### config.mk
export PLATFORM = sky130hd
export DESIGN_NAME = ssl_top
export DESIGN_NICKNAME = d
export VERILOG_FILES = /design/src/design/ssl_pkg.sv /design/src/design/ssl_bus_if.sv /design/src/design/ssl_regs.sv /design/src/design/ssl_top.sv
export SDC_FILE = /design/constraint.sdc
export NUM_CORES = 1
export LEC_CHECK = 0
export ABC_AREA = 1
export BUFFER_PORTS_ARGS = -buffer_cell sky130_fd_sc_hd__buf_2
export CORE_ASPECT_RATIO = 0.6
export CORE_MARGIN = 3
export CORE_UTILIZATION = 37
export DETAILED_ROUTE_END_ITERATION = 10
export GPL_ROUTABILITY_DRIVEN = 0
export PLACE_DENSITY = 0.73
export SYNTH_ARGS = -nofsm -noshare
export SYNTH_HDL_FRONTEND = slang
export SYNTH_SLANG_ARGS = --single-unit
### constraint.sdc
create_clock -name core_clk -period 1.77 [get_ports core_clk]
set_input_delay 0.177 -clock core_clk [delete_from_list [all_inputs] [get_ports core_clk]]
set_output_delay 0.177 -clock core_clk [all_outputs]
set_load 0.05 [all_outputs]
### src/design/ssl_pkg.sv
package ssl_pkg;
  localparam logic [7:0] SUPPLY_STATUS_OFF  = 8'h30;
  localparam logic [7:0] CORE_TARGET_OFF    = 8'h34;
  localparam logic [7:0] PLL_TARGET_OFF     = 8'h40;
  localparam int         OSC_STABLE_BIT     = 24;
  localparam int         PLL_GOOD_BIT       = 19;
  localparam int         CORE_GOOD_BIT      = 16;
  localparam int         ANA_LIMIT_BIT      = 9;
  localparam int         CORE_LIMIT_BIT     = 8;
  localparam int         ANA_SOFT_BIT       = 1;
  localparam int         CORE_SOFT_BIT      = 0;
  localparam int         CORE_TARGET_W      = 7;
  localparam int         PLL_TARGET_W       = 3;
  localparam logic [6:0] CORE_TARGET_MAX    = 7'h46;
  localparam logic [2:0] PLL_TARGET_MAX     = 3'h6;
  localparam logic [1:0] RESP_OKAY          = 2'h0;
  localparam logic [1:0] RESP_SLVERR        = 2'h2;
endpackage : ssl_pkg

### src/design/ssl_bus_if.sv
`timescale 1ns/100ps
interface ssl_bus_if;
  logic        wr_en;
  logic [7:0]  wr_addr;
  logic [31:0] wr_data;
  logic [3:0]  wr_strb;
  logic [7:0]  rd_addr;
  logic [31:0] rd_data;
  logic        rd_ok;
  logic        wr_ok;
  modport bus  (output wr_en, output wr_addr, output wr_data, output wr_strb, output rd_addr,
                input rd_data, input rd_ok, input wr_ok);
  modport regs (input wr_en, input wr_addr, input wr_data, input wr_strb, input rd_addr,
                output rd_data, output rd_ok, output wr_ok);
endinterface : ssl_bus_if

### src/design/ssl_regs.sv
`timescale 1ns/100ps
module ssl_regs
(
  // clock and reset
  input  wire logic       core_clk,
  input  wire logic       nrst,
  // register access
  ssl_bus_if.regs         rb,
  // live supply conditions
  input  wire logic       osc_stable,
  input  wire logic       pll_supply_good,
  input  wire logic       core_supply_good,
  input  wire logic       analogue_converter_limit,
  input  wire logic       core_converter_limit,
  input  wire logic       analogue_converter_soft,
  input  wire logic       core_converter_soft,
  // strap defaults
  input  wire logic [6:0] strap_core_target,
  input  wire logic [2:0] strap_pll_target,
  // targets
  output logic      [6:0] core_target,
  output logic      [2:0] pll_target
);
  logic       loaded_q;
  logic [6:0] core_q;
  logic [2:0] pll_q;
  logic [31:0] status;

  always_comb
  begin
    status = 32'h0000_0000;
    status[ssl_pkg::OSC_STABLE_BIT] = osc_stable;            // RL2
    status[ssl_pkg::PLL_GOOD_BIT]   = pll_supply_good;       // RL3
    status[ssl_pkg::CORE_GOOD_BIT]  = core_supply_good;      // RL4
    status[ssl_pkg::ANA_LIMIT_BIT]  = analogue_converter_limit; // RL5
    status[ssl_pkg::CORE_LIMIT_BIT] = core_converter_limit;  // RL5
    status[ssl_pkg::ANA_SOFT_BIT]   = analogue_converter_soft;  // RL6
    status[ssl_pkg::CORE_SOFT_BIT]  = core_converter_soft;   // RL6
  end

  // straps caught by a clocked load right after release, never by the async reset
  always_ff @(posedge core_clk or negedge nrst)
  begin
    if (!nrst)
      loaded_q <= 1'b0;
    else
      loaded_q <= 1'b1;
  end

  always_ff @(posedge core_clk or negedge nrst)
  begin
    if (!nrst)
      core_q <= 7'h00;
    else if (!loaded_q)
      core_q <= strap_core_target;                           // RL11
    else if (rb.wr_en && rb.wr_addr == ssl_pkg::CORE_TARGET_OFF && rb.wr_strb[0])
      core_q <= rb.wr_data[6:0];                             // RL7
  end

  always_ff @(posedge core_clk or negedge nrst)
  begin
    if (!nrst)
      pll_q <= 3'h0;
    else if (!loaded_q)
      pll_q <= strap_pll_target;                             // RL11
    else if (rb.wr_en && rb.wr_addr == ssl_pkg::PLL_TARGET_OFF && rb.wr_strb[0])
      pll_q <= rb.wr_data[2:0];                              // RL9
  end

  always_comb
  begin
    rb.rd_ok = 1'b1;
    if (rb.rd_addr == ssl_pkg::SUPPLY_STATUS_OFF)
      rb.rd_data = status;                                   // RL1
    else if (rb.rd_addr == ssl_pkg::CORE_TARGET_OFF)
      rb.rd_data = {25'h000_0000, core_q};                   // RL12
    else if (rb.rd_addr == ssl_pkg::PLL_TARGET_OFF)
      rb.rd_data = {29'h0000_0000, pll_q};                   // RL12
    else
    begin
      rb.rd_data = 32'h0000_0000;
      rb.rd_ok   = 1'b0;
    end
  end

  // status write is accepted but has no effect
  assign rb.wr_ok = (rb.wr_addr == ssl_pkg::SUPPLY_STATUS_OFF) ||
                    (rb.wr_addr == ssl_pkg::CORE_TARGET_OFF) ||
                    (rb.wr_addr == ssl_pkg::PLL_TARGET_OFF);   // RL12
  assign core_target = core_q;
  assign pll_target  = pll_q;

  chk_status_live: assert property (@(posedge core_clk) disable iff (!nrst) // RL1
    rb.rd_addr == ssl_pkg::SUPPLY_STATUS_OFF |-> rb.rd_data[24] == osc_stable && rb.rd_data[0] == core_converter_soft)
    else $error("status word not live");
  chk_core_hold: assert property (@(posedge core_clk) disable iff (!nrst) // RL7
    loaded_q && !(rb.wr_en && rb.wr_addr == ssl_pkg::CORE_TARGET_OFF) |=> $stable(core_q))
    else $error("core target changed without write");
  chk_strap_load: assert property (@(posedge core_clk) disable iff (!nrst) // RL11
    !loaded_q |=> core_q == $past(strap_core_target) && pll_q == $past(strap_pll_target))
    else $error("strap not loaded");
endmodule : ssl_regs

### src/design/ssl_top.sv
`timescale 1ns/100ps
// How it works
// RL1: status word at 0x30 is read-only and shows live supply conditions.
// RL2: bit 24 reads 1 when the on-die oscillator is stable.
// RL3: bit 19 reads 1 while the pll supply is good.
// RL4: bit 16 reads 1 while the core supply is good.
// RL5: bit 9 analogue converter limiting, bit 8 core converter limiting.
// RL6: bit 1 analogue converter soft-start, bit 0 core converter soft-start.
// RL7: writable 7-bit core target at 0x34, 10 mV per code from 0.60V.
// RL8: software should ramp core target at most 10 mV per microsecond.
// RL9: writable 3-bit pll regulator target at 0x40, 100 mV per code.
// RL10: software should raise regulator target one code at a time.
// RL11: both targets load from strap pins after reset.
// RL12: reserved bits read zero; writes to them and status are ignored.
module ssl_top
(
  // clock and reset
  input  wire logic        core_clk,
  input  wire logic        nrst,
  // axi4-lite write address
  input  wire logic        s_axi_awvalid,
  output logic             s_axi_awready,
  input  wire logic [7:0]  s_axi_awaddr,
  // axi4-lite write data
  input  wire logic        s_axi_wvalid,
  output logic             s_axi_wready,
  input  wire logic [31:0] s_axi_wdata,
  input  wire logic [3:0]  s_axi_wstrb,
  // axi4-lite write response
  output logic             s_axi_bvalid,
  input  wire logic        s_axi_bready,
  output logic      [1:0]  s_axi_bresp,
  // axi4-lite read
  input  wire logic        s_axi_arvalid,
  output logic             s_axi_arready,
  input  wire logic [7:0]  s_axi_araddr,
  output logic             s_axi_rvalid,
  input  wire logic        s_axi_rready,
  output logic      [31:0] s_axi_rdata,
  output logic      [1:0]  s_axi_rresp,
  // supply monitors
  input  wire logic        osc_stable,
  input  wire logic        pll_supply_good,
  input  wire logic        core_supply_good,
  input  wire logic        analogue_converter_limit,
  input  wire logic        core_converter_limit,
  input  wire logic        analogue_converter_soft,
  input  wire logic        core_converter_soft,
  // straps and targets
  input  wire logic [6:0]  strap_core_target,
  input  wire logic [2:0]  strap_pll_target,
  output logic      [6:0]  core_target,
  output logic      [2:0]  pll_target
);
  ssl_bus_if rb ();

  logic        aw_have_q;
  logic        w_have_q;
  logic [7:0]  aw_addr_q;
  logic [31:0] w_data_q;
  logic [3:0]  w_strb_q;
  logic        wr_go;

  assign s_axi_awready = !aw_have_q && !s_axi_bvalid;
  assign s_axi_wready  = !w_have_q && !s_axi_bvalid;
  assign wr_go         = aw_have_q && w_have_q && !s_axi_bvalid;

  always_ff @(posedge core_clk or negedge nrst)
  begin
    if (!nrst)
    begin
      aw_have_q <= 1'b0;
      aw_addr_q <= 8'h00;
    end
    else if (s_axi_awvalid && s_axi_awready)
    begin
      aw_have_q <= 1'b1;
      aw_addr_q <= {s_axi_awaddr[7:2], 2'b00};
    end
    else if (wr_go)
      aw_have_q <= 1'b0;
  end

  always_ff @(posedge core_clk or negedge nrst)
  begin
    if (!nrst)
    begin
      w_have_q <= 1'b0;
      w_data_q <= 32'h0000_0000;
      w_strb_q <= 4'h0;
    end
    else if (s_axi_wvalid && s_axi_wready)
    begin
      w_have_q <= 1'b1;
      w_data_q <= s_axi_wdata;
      w_strb_q <= s_axi_wstrb;
    end
    else if (wr_go)
      w_have_q <= 1'b0;
  end

  always_ff @(posedge core_clk or negedge nrst)
  begin
    if (!nrst)
    begin
      s_axi_bvalid <= 1'b0;
      s_axi_bresp  <= ssl_pkg::RESP_OKAY;
    end
    else if (wr_go)
    begin
      s_axi_bvalid <= 1'b1;
      s_axi_bresp  <= rb.wr_ok ? ssl_pkg::RESP_OKAY : ssl_pkg::RESP_SLVERR;
    end
    else if (s_axi_bready)
      s_axi_bvalid <= 1'b0;
  end

  assign s_axi_arready = !s_axi_rvalid;

  // read data sampled at acceptance so live status bits stay fixed while rvalid stands
  always_ff @(posedge core_clk or negedge nrst)
  begin
    if (!nrst)
    begin
      s_axi_rvalid <= 1'b0;
      s_axi_rdata  <= 32'h0000_0000;
      s_axi_rresp  <= ssl_pkg::RESP_OKAY;
    end
    else if (s_axi_arvalid && s_axi_arready)
    begin
      s_axi_rvalid <= 1'b1;
      s_axi_rdata  <= rb.rd_data;                            // RL1
      s_axi_rresp  <= rb.rd_ok ? ssl_pkg::RESP_OKAY : ssl_pkg::RESP_SLVERR;
    end
    else if (s_axi_rready)
      s_axi_rvalid <= 1'b0;
  end

  assign rb.wr_en   = wr_go;
  assign rb.wr_addr = aw_addr_q;
  assign rb.wr_data = w_data_q;
  assign rb.wr_strb = w_strb_q;
  assign rb.rd_addr = {s_axi_araddr[7:2], 2'b00};

  ssl_regs u_regs
  (
    .core_clk                 (core_clk),
    .nrst                     (nrst),
    .rb                       (rb),
    .osc_stable               (osc_stable),
    .pll_supply_good          (pll_supply_good),
    .core_supply_good         (core_supply_good),
    .analogue_converter_limit (analogue_converter_limit),
    .core_converter_limit     (core_converter_limit),
    .analogue_converter_soft  (analogue_converter_soft),
    .core_converter_soft      (core_converter_soft),
    .strap_core_target        (strap_core_target),
    .strap_pll_target         (strap_pll_target),
    .core_target              (core_target),
    .pll_target               (pll_target)
  );

  chk_pll_good_bit: assert property (@(posedge core_clk) disable iff (!nrst) // RL3
    s_axi_arvalid && s_axi_arready && s_axi_araddr[7:2] == 6'h0c |=> s_axi_rdata[19] == $past(pll_supply_good))
    else $error("pll good bit wrong");
  chk_core_good_bit: assert property (@(posedge core_clk) disable iff (!nrst) // RL4
    s_axi_arvalid && s_axi_arready && s_axi_araddr[7:2] == 6'h0c |=> s_axi_rdata[16] == $past(core_supply_good))
    else $error("core good bit wrong");
  chk_osc_bit: assert property (@(posedge core_clk) disable iff (!nrst) // RL2
    s_axi_arvalid && s_axi_arready && s_axi_araddr[7:2] == 6'h0c |=> s_axi_rdata[24] == $past(osc_stable))
    else $error("oscillator bit wrong");
  chk_limit_bits: assert property (@(posedge core_clk) disable iff (!nrst) // RL5
    s_axi_arvalid && s_axi_arready && s_axi_araddr[7:2] == 6'h0c |=>
    s_axi_rdata[9:8] == $past({analogue_converter_limit, core_converter_limit}))
    else $error("limit bits wrong");
  chk_soft_bits: assert property (@(posedge core_clk) disable iff (!nrst) // RL6
    s_axi_arvalid && s_axi_arready && s_axi_araddr[7:2] == 6'h0c |=>
    s_axi_rdata[1:0] == $past({analogue_converter_soft, core_converter_soft}))
    else $error("soft-start bits wrong");
  chk_core_write: assert property (@(posedge core_clk) disable iff (!nrst) // RL7
    wr_go && aw_addr_q == 8'h34 && w_strb_q[0] |=> core_target == $past(w_data_q[6:0]))
    else $error("core target write lost");
  chk_pll_write: assert property (@(posedge core_clk) disable iff (!nrst) // RL9
    wr_go && aw_addr_q == 8'h40 && w_strb_q[0] |=> pll_target == $past(w_data_q[2:0]))
    else $error("pll target write lost");
  // the reserved mask depends on which word was read, so it is chosen from the accepted address
  chk_reserved_zero: assert property (@(posedge core_clk) disable iff (!nrst) // RL12
    s_axi_arvalid && s_axi_arready |=>
    (($past(s_axi_araddr[7:2]) == 6'h0c) ? ((s_axi_rdata & 32'hFEF6_FCFC) == 32'h0000_0000) :
     ($past(s_axi_araddr[7:2]) == 6'h0d) ? (s_axi_rdata[31:7] == 25'h000_0000) :
     (s_axi_rdata[31:3] == 29'h0000_0000)))
    else $error("reserved bits nonzero");
  chk_status_ro: assert property (@(posedge core_clk) disable iff (!nrst) // RL12
    wr_go && aw_addr_q == 8'h30 |=> $stable(core_target) && $stable(pll_target))
    else $error("status write had effect");
  chk_status_wr_ok: assert property (@(posedge core_clk) disable iff (!nrst) // RL12
    wr_go && aw_addr_q == 8'h30 |=> s_axi_bvalid && s_axi_bresp == ssl_pkg::RESP_OKAY)
    else $error("status write not answered okay");
  chk_unmapped_rd: assert property (@(posedge core_clk) disable iff (!nrst) // RL12
    s_axi_arvalid && s_axi_arready &&
    s_axi_araddr[7:2] != 6'h0c && s_axi_araddr[7:2] != 6'h0d && s_axi_araddr[7:2] != 6'h10 |=>
    s_axi_rresp == ssl_pkg::RESP_SLVERR && s_axi_rdata == 32'h0000_0000)
    else $error("unmapped read not refused");
  chk_unmapped_wr: assert property (@(posedge core_clk) disable iff (!nrst) // RL12
    wr_go && aw_addr_q != 8'h30 && aw_addr_q != 8'h34 && aw_addr_q != 8'h40 |=>
    s_axi_bresp == ssl_pkg::RESP_SLVERR && $stable(core_target) && $stable(pll_target))
    else $error("unmapped write not refused");
  chk_strobe_off: assert property (@(posedge core_clk) disable iff (!nrst) // RL7
    wr_go && aw_addr_q == 8'h34 && !w_strb_q[0] |=> $stable(core_target))
    else $error("core target changed without byte strobe");
  chk_mapped_rd_ok: assert property (@(posedge core_clk) disable iff (!nrst) // RL1
    s_axi_arvalid && s_axi_arready &&
    (s_axi_araddr[7:2] == 6'h0c || s_axi_araddr[7:2] == 6'h0d || s_axi_araddr[7:2] == 6'h10) |=>
    s_axi_rvalid && s_axi_rresp == ssl_pkg::RESP_OKAY)
    else $error("mapped read not answered okay");

  cov_status_read: cover property (@(posedge core_clk) disable iff (!nrst)
    s_axi_rvalid && s_axi_rready && s_axi_rdata[16]);
  cov_core_write: cover property (@(posedge core_clk) disable iff (!nrst)
    wr_go && aw_addr_q == 8'h34);
  cov_pll_write: cover property (@(posedge core_clk) disable iff (!nrst)
    wr_go && aw_addr_q == 8'h40);
  cov_bad_read: cover property (@(posedge core_clk) disable iff (!nrst)
    s_axi_rvalid && s_axi_rresp == 2'h2);
  cov_strobe_off: cover property (@(posedge core_clk) disable iff (!nrst)
    wr_go && aw_addr_q == 8'h34 && !w_strb_q[0]);
endmodule : ssl_top

==> results.py <==
metrics = {
    "yosys": {
        "synthTopCellsByArea": "dfrtp_1, nand2_1, buf_4",
        "synth_common_cells": "nand2_1, dfrtp_1, buf_4",
        "yosysWarnings": 0,
        "synth_cells": 260,
        "syn_avg_cell_area_um2": 8.37,
        "ys_ff_latch": 43,
        "synth_top_area_cell": "dfrtp_1",
        "synth_xor_area_share_pct": 0,
        "seq_area_frac_synth_pct": 49.4,
        "post_synth_and_or_nand_nor_area_fraction_pct": 27.5,
        "synth.top_cell.area_share_pct": 49.4,
        "synth_top_family_by_area": "simple AND/OR/NAND/NOR gates",
        "synth_flop_cell": "dfrtp_1",
        "synthAdderAreaFrac_pct": 0,
        "synth_compound_area_share_pct": 5.34,
        "synth_enable_flop_cells": 0,
        "synth_mux_area_share_pct": 5.34,
        "synth_most_common_cell": "nand2_1",
        "async_flop_share_pct": 100,
        "synth_cell_types": 23,
        "syn_area_um2": 2180,
    },
    "route": {
        "dr.pass1.iters": 4,
        "wl_per_cell_um": 12.5,
        "ant_nets": 0,
        "drt_iter0_drc": 84,
        "vias": 1889,
        "viasPerCell": 4.56,
        "wl_mm": 5.17,
        "drc": 0,
    },
    "global_routing": {
        "grt_pass1_vias": 1808,
        "grt_pass1_wl_mm": 8.60,
        "overflow": 0,
        "grt_antenna_before_repair": 0,
        "track_usage_pct": 15.8,
        "grt_max_degree": 24,
    },
    "setup_path": {
        "cp_slowest_stage_delay_ns": 0.43,
        "crit_path_end_kind": "output pin",
        "crit_chain": "nor2_2 > buf_2",
        "slowest_stage": "dfrtp_1",
        "worstPathMaxFanout": 4,
        "crit_arrival_ns": 1.14,
        "reg2regPathDepth": 5,
        "crit_required_ns": 1.59,
        "critical_path_class": "register to output pin",
        "cp-start-kind": "register",
    },
    "finish": {
        "multi_input_area_um2": 917,
        "fillers": 544,
        "final_nets": 413,
        "syn2layout_area_growth_pct": 21.7,
        "n_antenna_cell": 0,
        "regArea_um2": 1080,
        "drive_above_1_share_pct": 31.2,
    },
    "sta": {
        "min_period_ns": 1.32,
        "finalHoldViolCount": 0,
        "rsz0062_at_grt": "no",
        "drv_slew": 0,
        "fmax_mhz": 759,
        "skew_ns": 0.00465,
        "timing.final.ws_setup_ns": 0.452,
        "timing.hold.ws_ns": 0.0594,
        "slew_headroom_pct": 62.0,
        "setup_viol": 0,
        "finalCritPeriodShare_pct": 74.5,
        "worstMarginPinSlew_ns": 0.570,
    },
    "cts": {
        "cts_max_path_buffers": 2,
        "h-tree-depth": 2,
        "path_clk_slew_ns": 0.08,
        "cts_sinks": 43,
        "root_buffer": "clkbuf_8",
        "cts_tree": "done",
        "cts_buffers": 5,
        "post_cts_buffers": 0,
        "insertion_delay_ns": 0.29,
    },
    "power_and_ir_drop": {
        "power_density_nw_per_um2": 1300,
        "leakage_nw": 1.49,
        "irDropWorstVdd_mv": 0.509,
        "power_mw": 3.44,
    },
    "place": {
        "portBuffers": 72,
        "hpwlAfterDp_mm": 4.10,
        "post-place-ws_ns": 0.555,
    },
    "min_path": {
        "min_path_type": "input pin to register",
        "hold_depth": 2,
    },
    "floorplan": {
        "fp-row-count": 20,
        "die_area_um2": 6870,
        "core_um2": 5360,
        "die_w_um": 105,
        "die_h_um": 65.4,
        "start_util_pct": 40.7,
        "io_pins": 127,
    },
    "run": {
        "cap_viol_max_count": 0,
    },
    "status": {
        "status": "completed",
    },
}
-- area by class of cell --
| class | instances | area share (%) |
|---|---|---|
| Inverter | 18 | 2.55 |
| Clock inverter | 1 | 0.189 |
| Multi-Input combinational cell | 193 | 34.6 |
| Tap cell | 77 | 3.64 |
| Timing Repair Buffer | 76 | 15.3 |
| Clock buffer | 6 | 3.12 |
| Sequential cell | 43 | 40.6 |
-- stage by stage --
| stage | instances | area [µm²] | TNS [ns] | util (%) |
|---|---|---|---|---|
| global route | 414 | 2650 | 0 | 49.5 |
| finish | 414 | 2650 | 0 | 49.5 |
| detailed placement | 406 | 2550 | 0 | 47.7 |
| CTS | 414 | 2650 | 0 | 49.5 |
| floorplan | 281 | 2260 | -0.204 | - |
| global placement | 406 | 2550 | 0 | 47.7 |
-- state kept, by name (all words and copies together) (netlist names) --
register            count
u_regs.loaded_q         1
s_axi_rresp             1
s_axi_rvalid            1
u_regs.core_target      7
u_regs.pll_target       3
rb.wr_data              7
aw_addr_q               6
s_axi_bvalid            1
w_have_q                1
s_axi_bresp             1
s_axi_rdata            12
rb.wr_strb              1
aw_have_q               1
-- per-layer routing --
| layer | part of all wire (%) | GRT usage (%) | routed length, µm | vias up |
|---|---|---|---|---|
| met5 | 0 | 0 | 0 | - |
| met4 | 1.4 | 4.75 | 71 | 0 |
| met3 | 8.2 | 4.91 | 423 | 10 |
| met2 | 40 | 22.7 | 2090 | 79 |
| met1 | 50 | 22.8 | 2580 | 865 |
| li1 | - | - | - | 935 |
-- critical path: cells and delay by family, from the launching register on --
| kind | cells | cell delay, ns |
|---|---|---|
| simple gates | 1 | 0.15 |
| buf+inv | 1 | 0.28 |
| flops | 1 | 0.43 |
-- where the power goes --
group          internal (mW)  switching [mW]
Clock                  0.306           0.325
Combinational          0.403           0.947
Sequential              1.25           0.204
Total                   1.96            1.48
-- logic make-up (layout without fill, tap and decap cells) --
group,after synthesis,after routing
flip-flops,43,43
multiplexers,10,10
AND/OR/NAND/NOR,138,138
buffers and inverters,45,101
other,2,23
AO/OA/AOI/OAI,22,22
-- cell usage in the layout, fill, tap and decap left out, types with 2 or more instances in the layout --
cell,count
nand4_1,4
conb_1,23
o21ai_1,6
nor2_4,2
nand2_1,89
mux2_2,9
a21oi_1,6
buf_4,2
o21ai_0,9
inv_2,2
buf_2,72
inv_1,16
nor2_2,4
dfrtp_1,43
nor2_1,15
nand2_2,2
clkbuf_8,6
nand3_1,20
-- final timing paths --
check | from | endpoint | slack, ns
max in group asynchronous | nrst | s_axi_rdata[16]$_DFFE_PN0P_ | 0.86
worst min-delay path | s_axi_bready | s_axi_bvalid$_DFFE_PN0P_ | 0.06
min in group asynchronous | nrst | aw_addr_q[3]$_DFFE_PN0P_ | 0.40
worst min register to register | s_axi_rdata[3]$_DFFE_PN0P_ | s_axi_rdata[3]$_DFFE_PN0P_ | 0.49
worst max register to register | s_axi_bvalid$_DFFE_PN0P_ | u_regs.core_target[6]$_DFFE_PN0P_ | 0.56
worst max-delay path | w_have_q$_DFFE_PN0P_ | s_axi_wready | 0.45
-- timing repair --
action / 4_1_cts / 5_1_grt
hold buffers: 1 / 0
endpoints found under the hold margin: 22 / 0
gates resized for setup: 0 / 0
No activity file was read; power rests on OpenSTA's default activity.
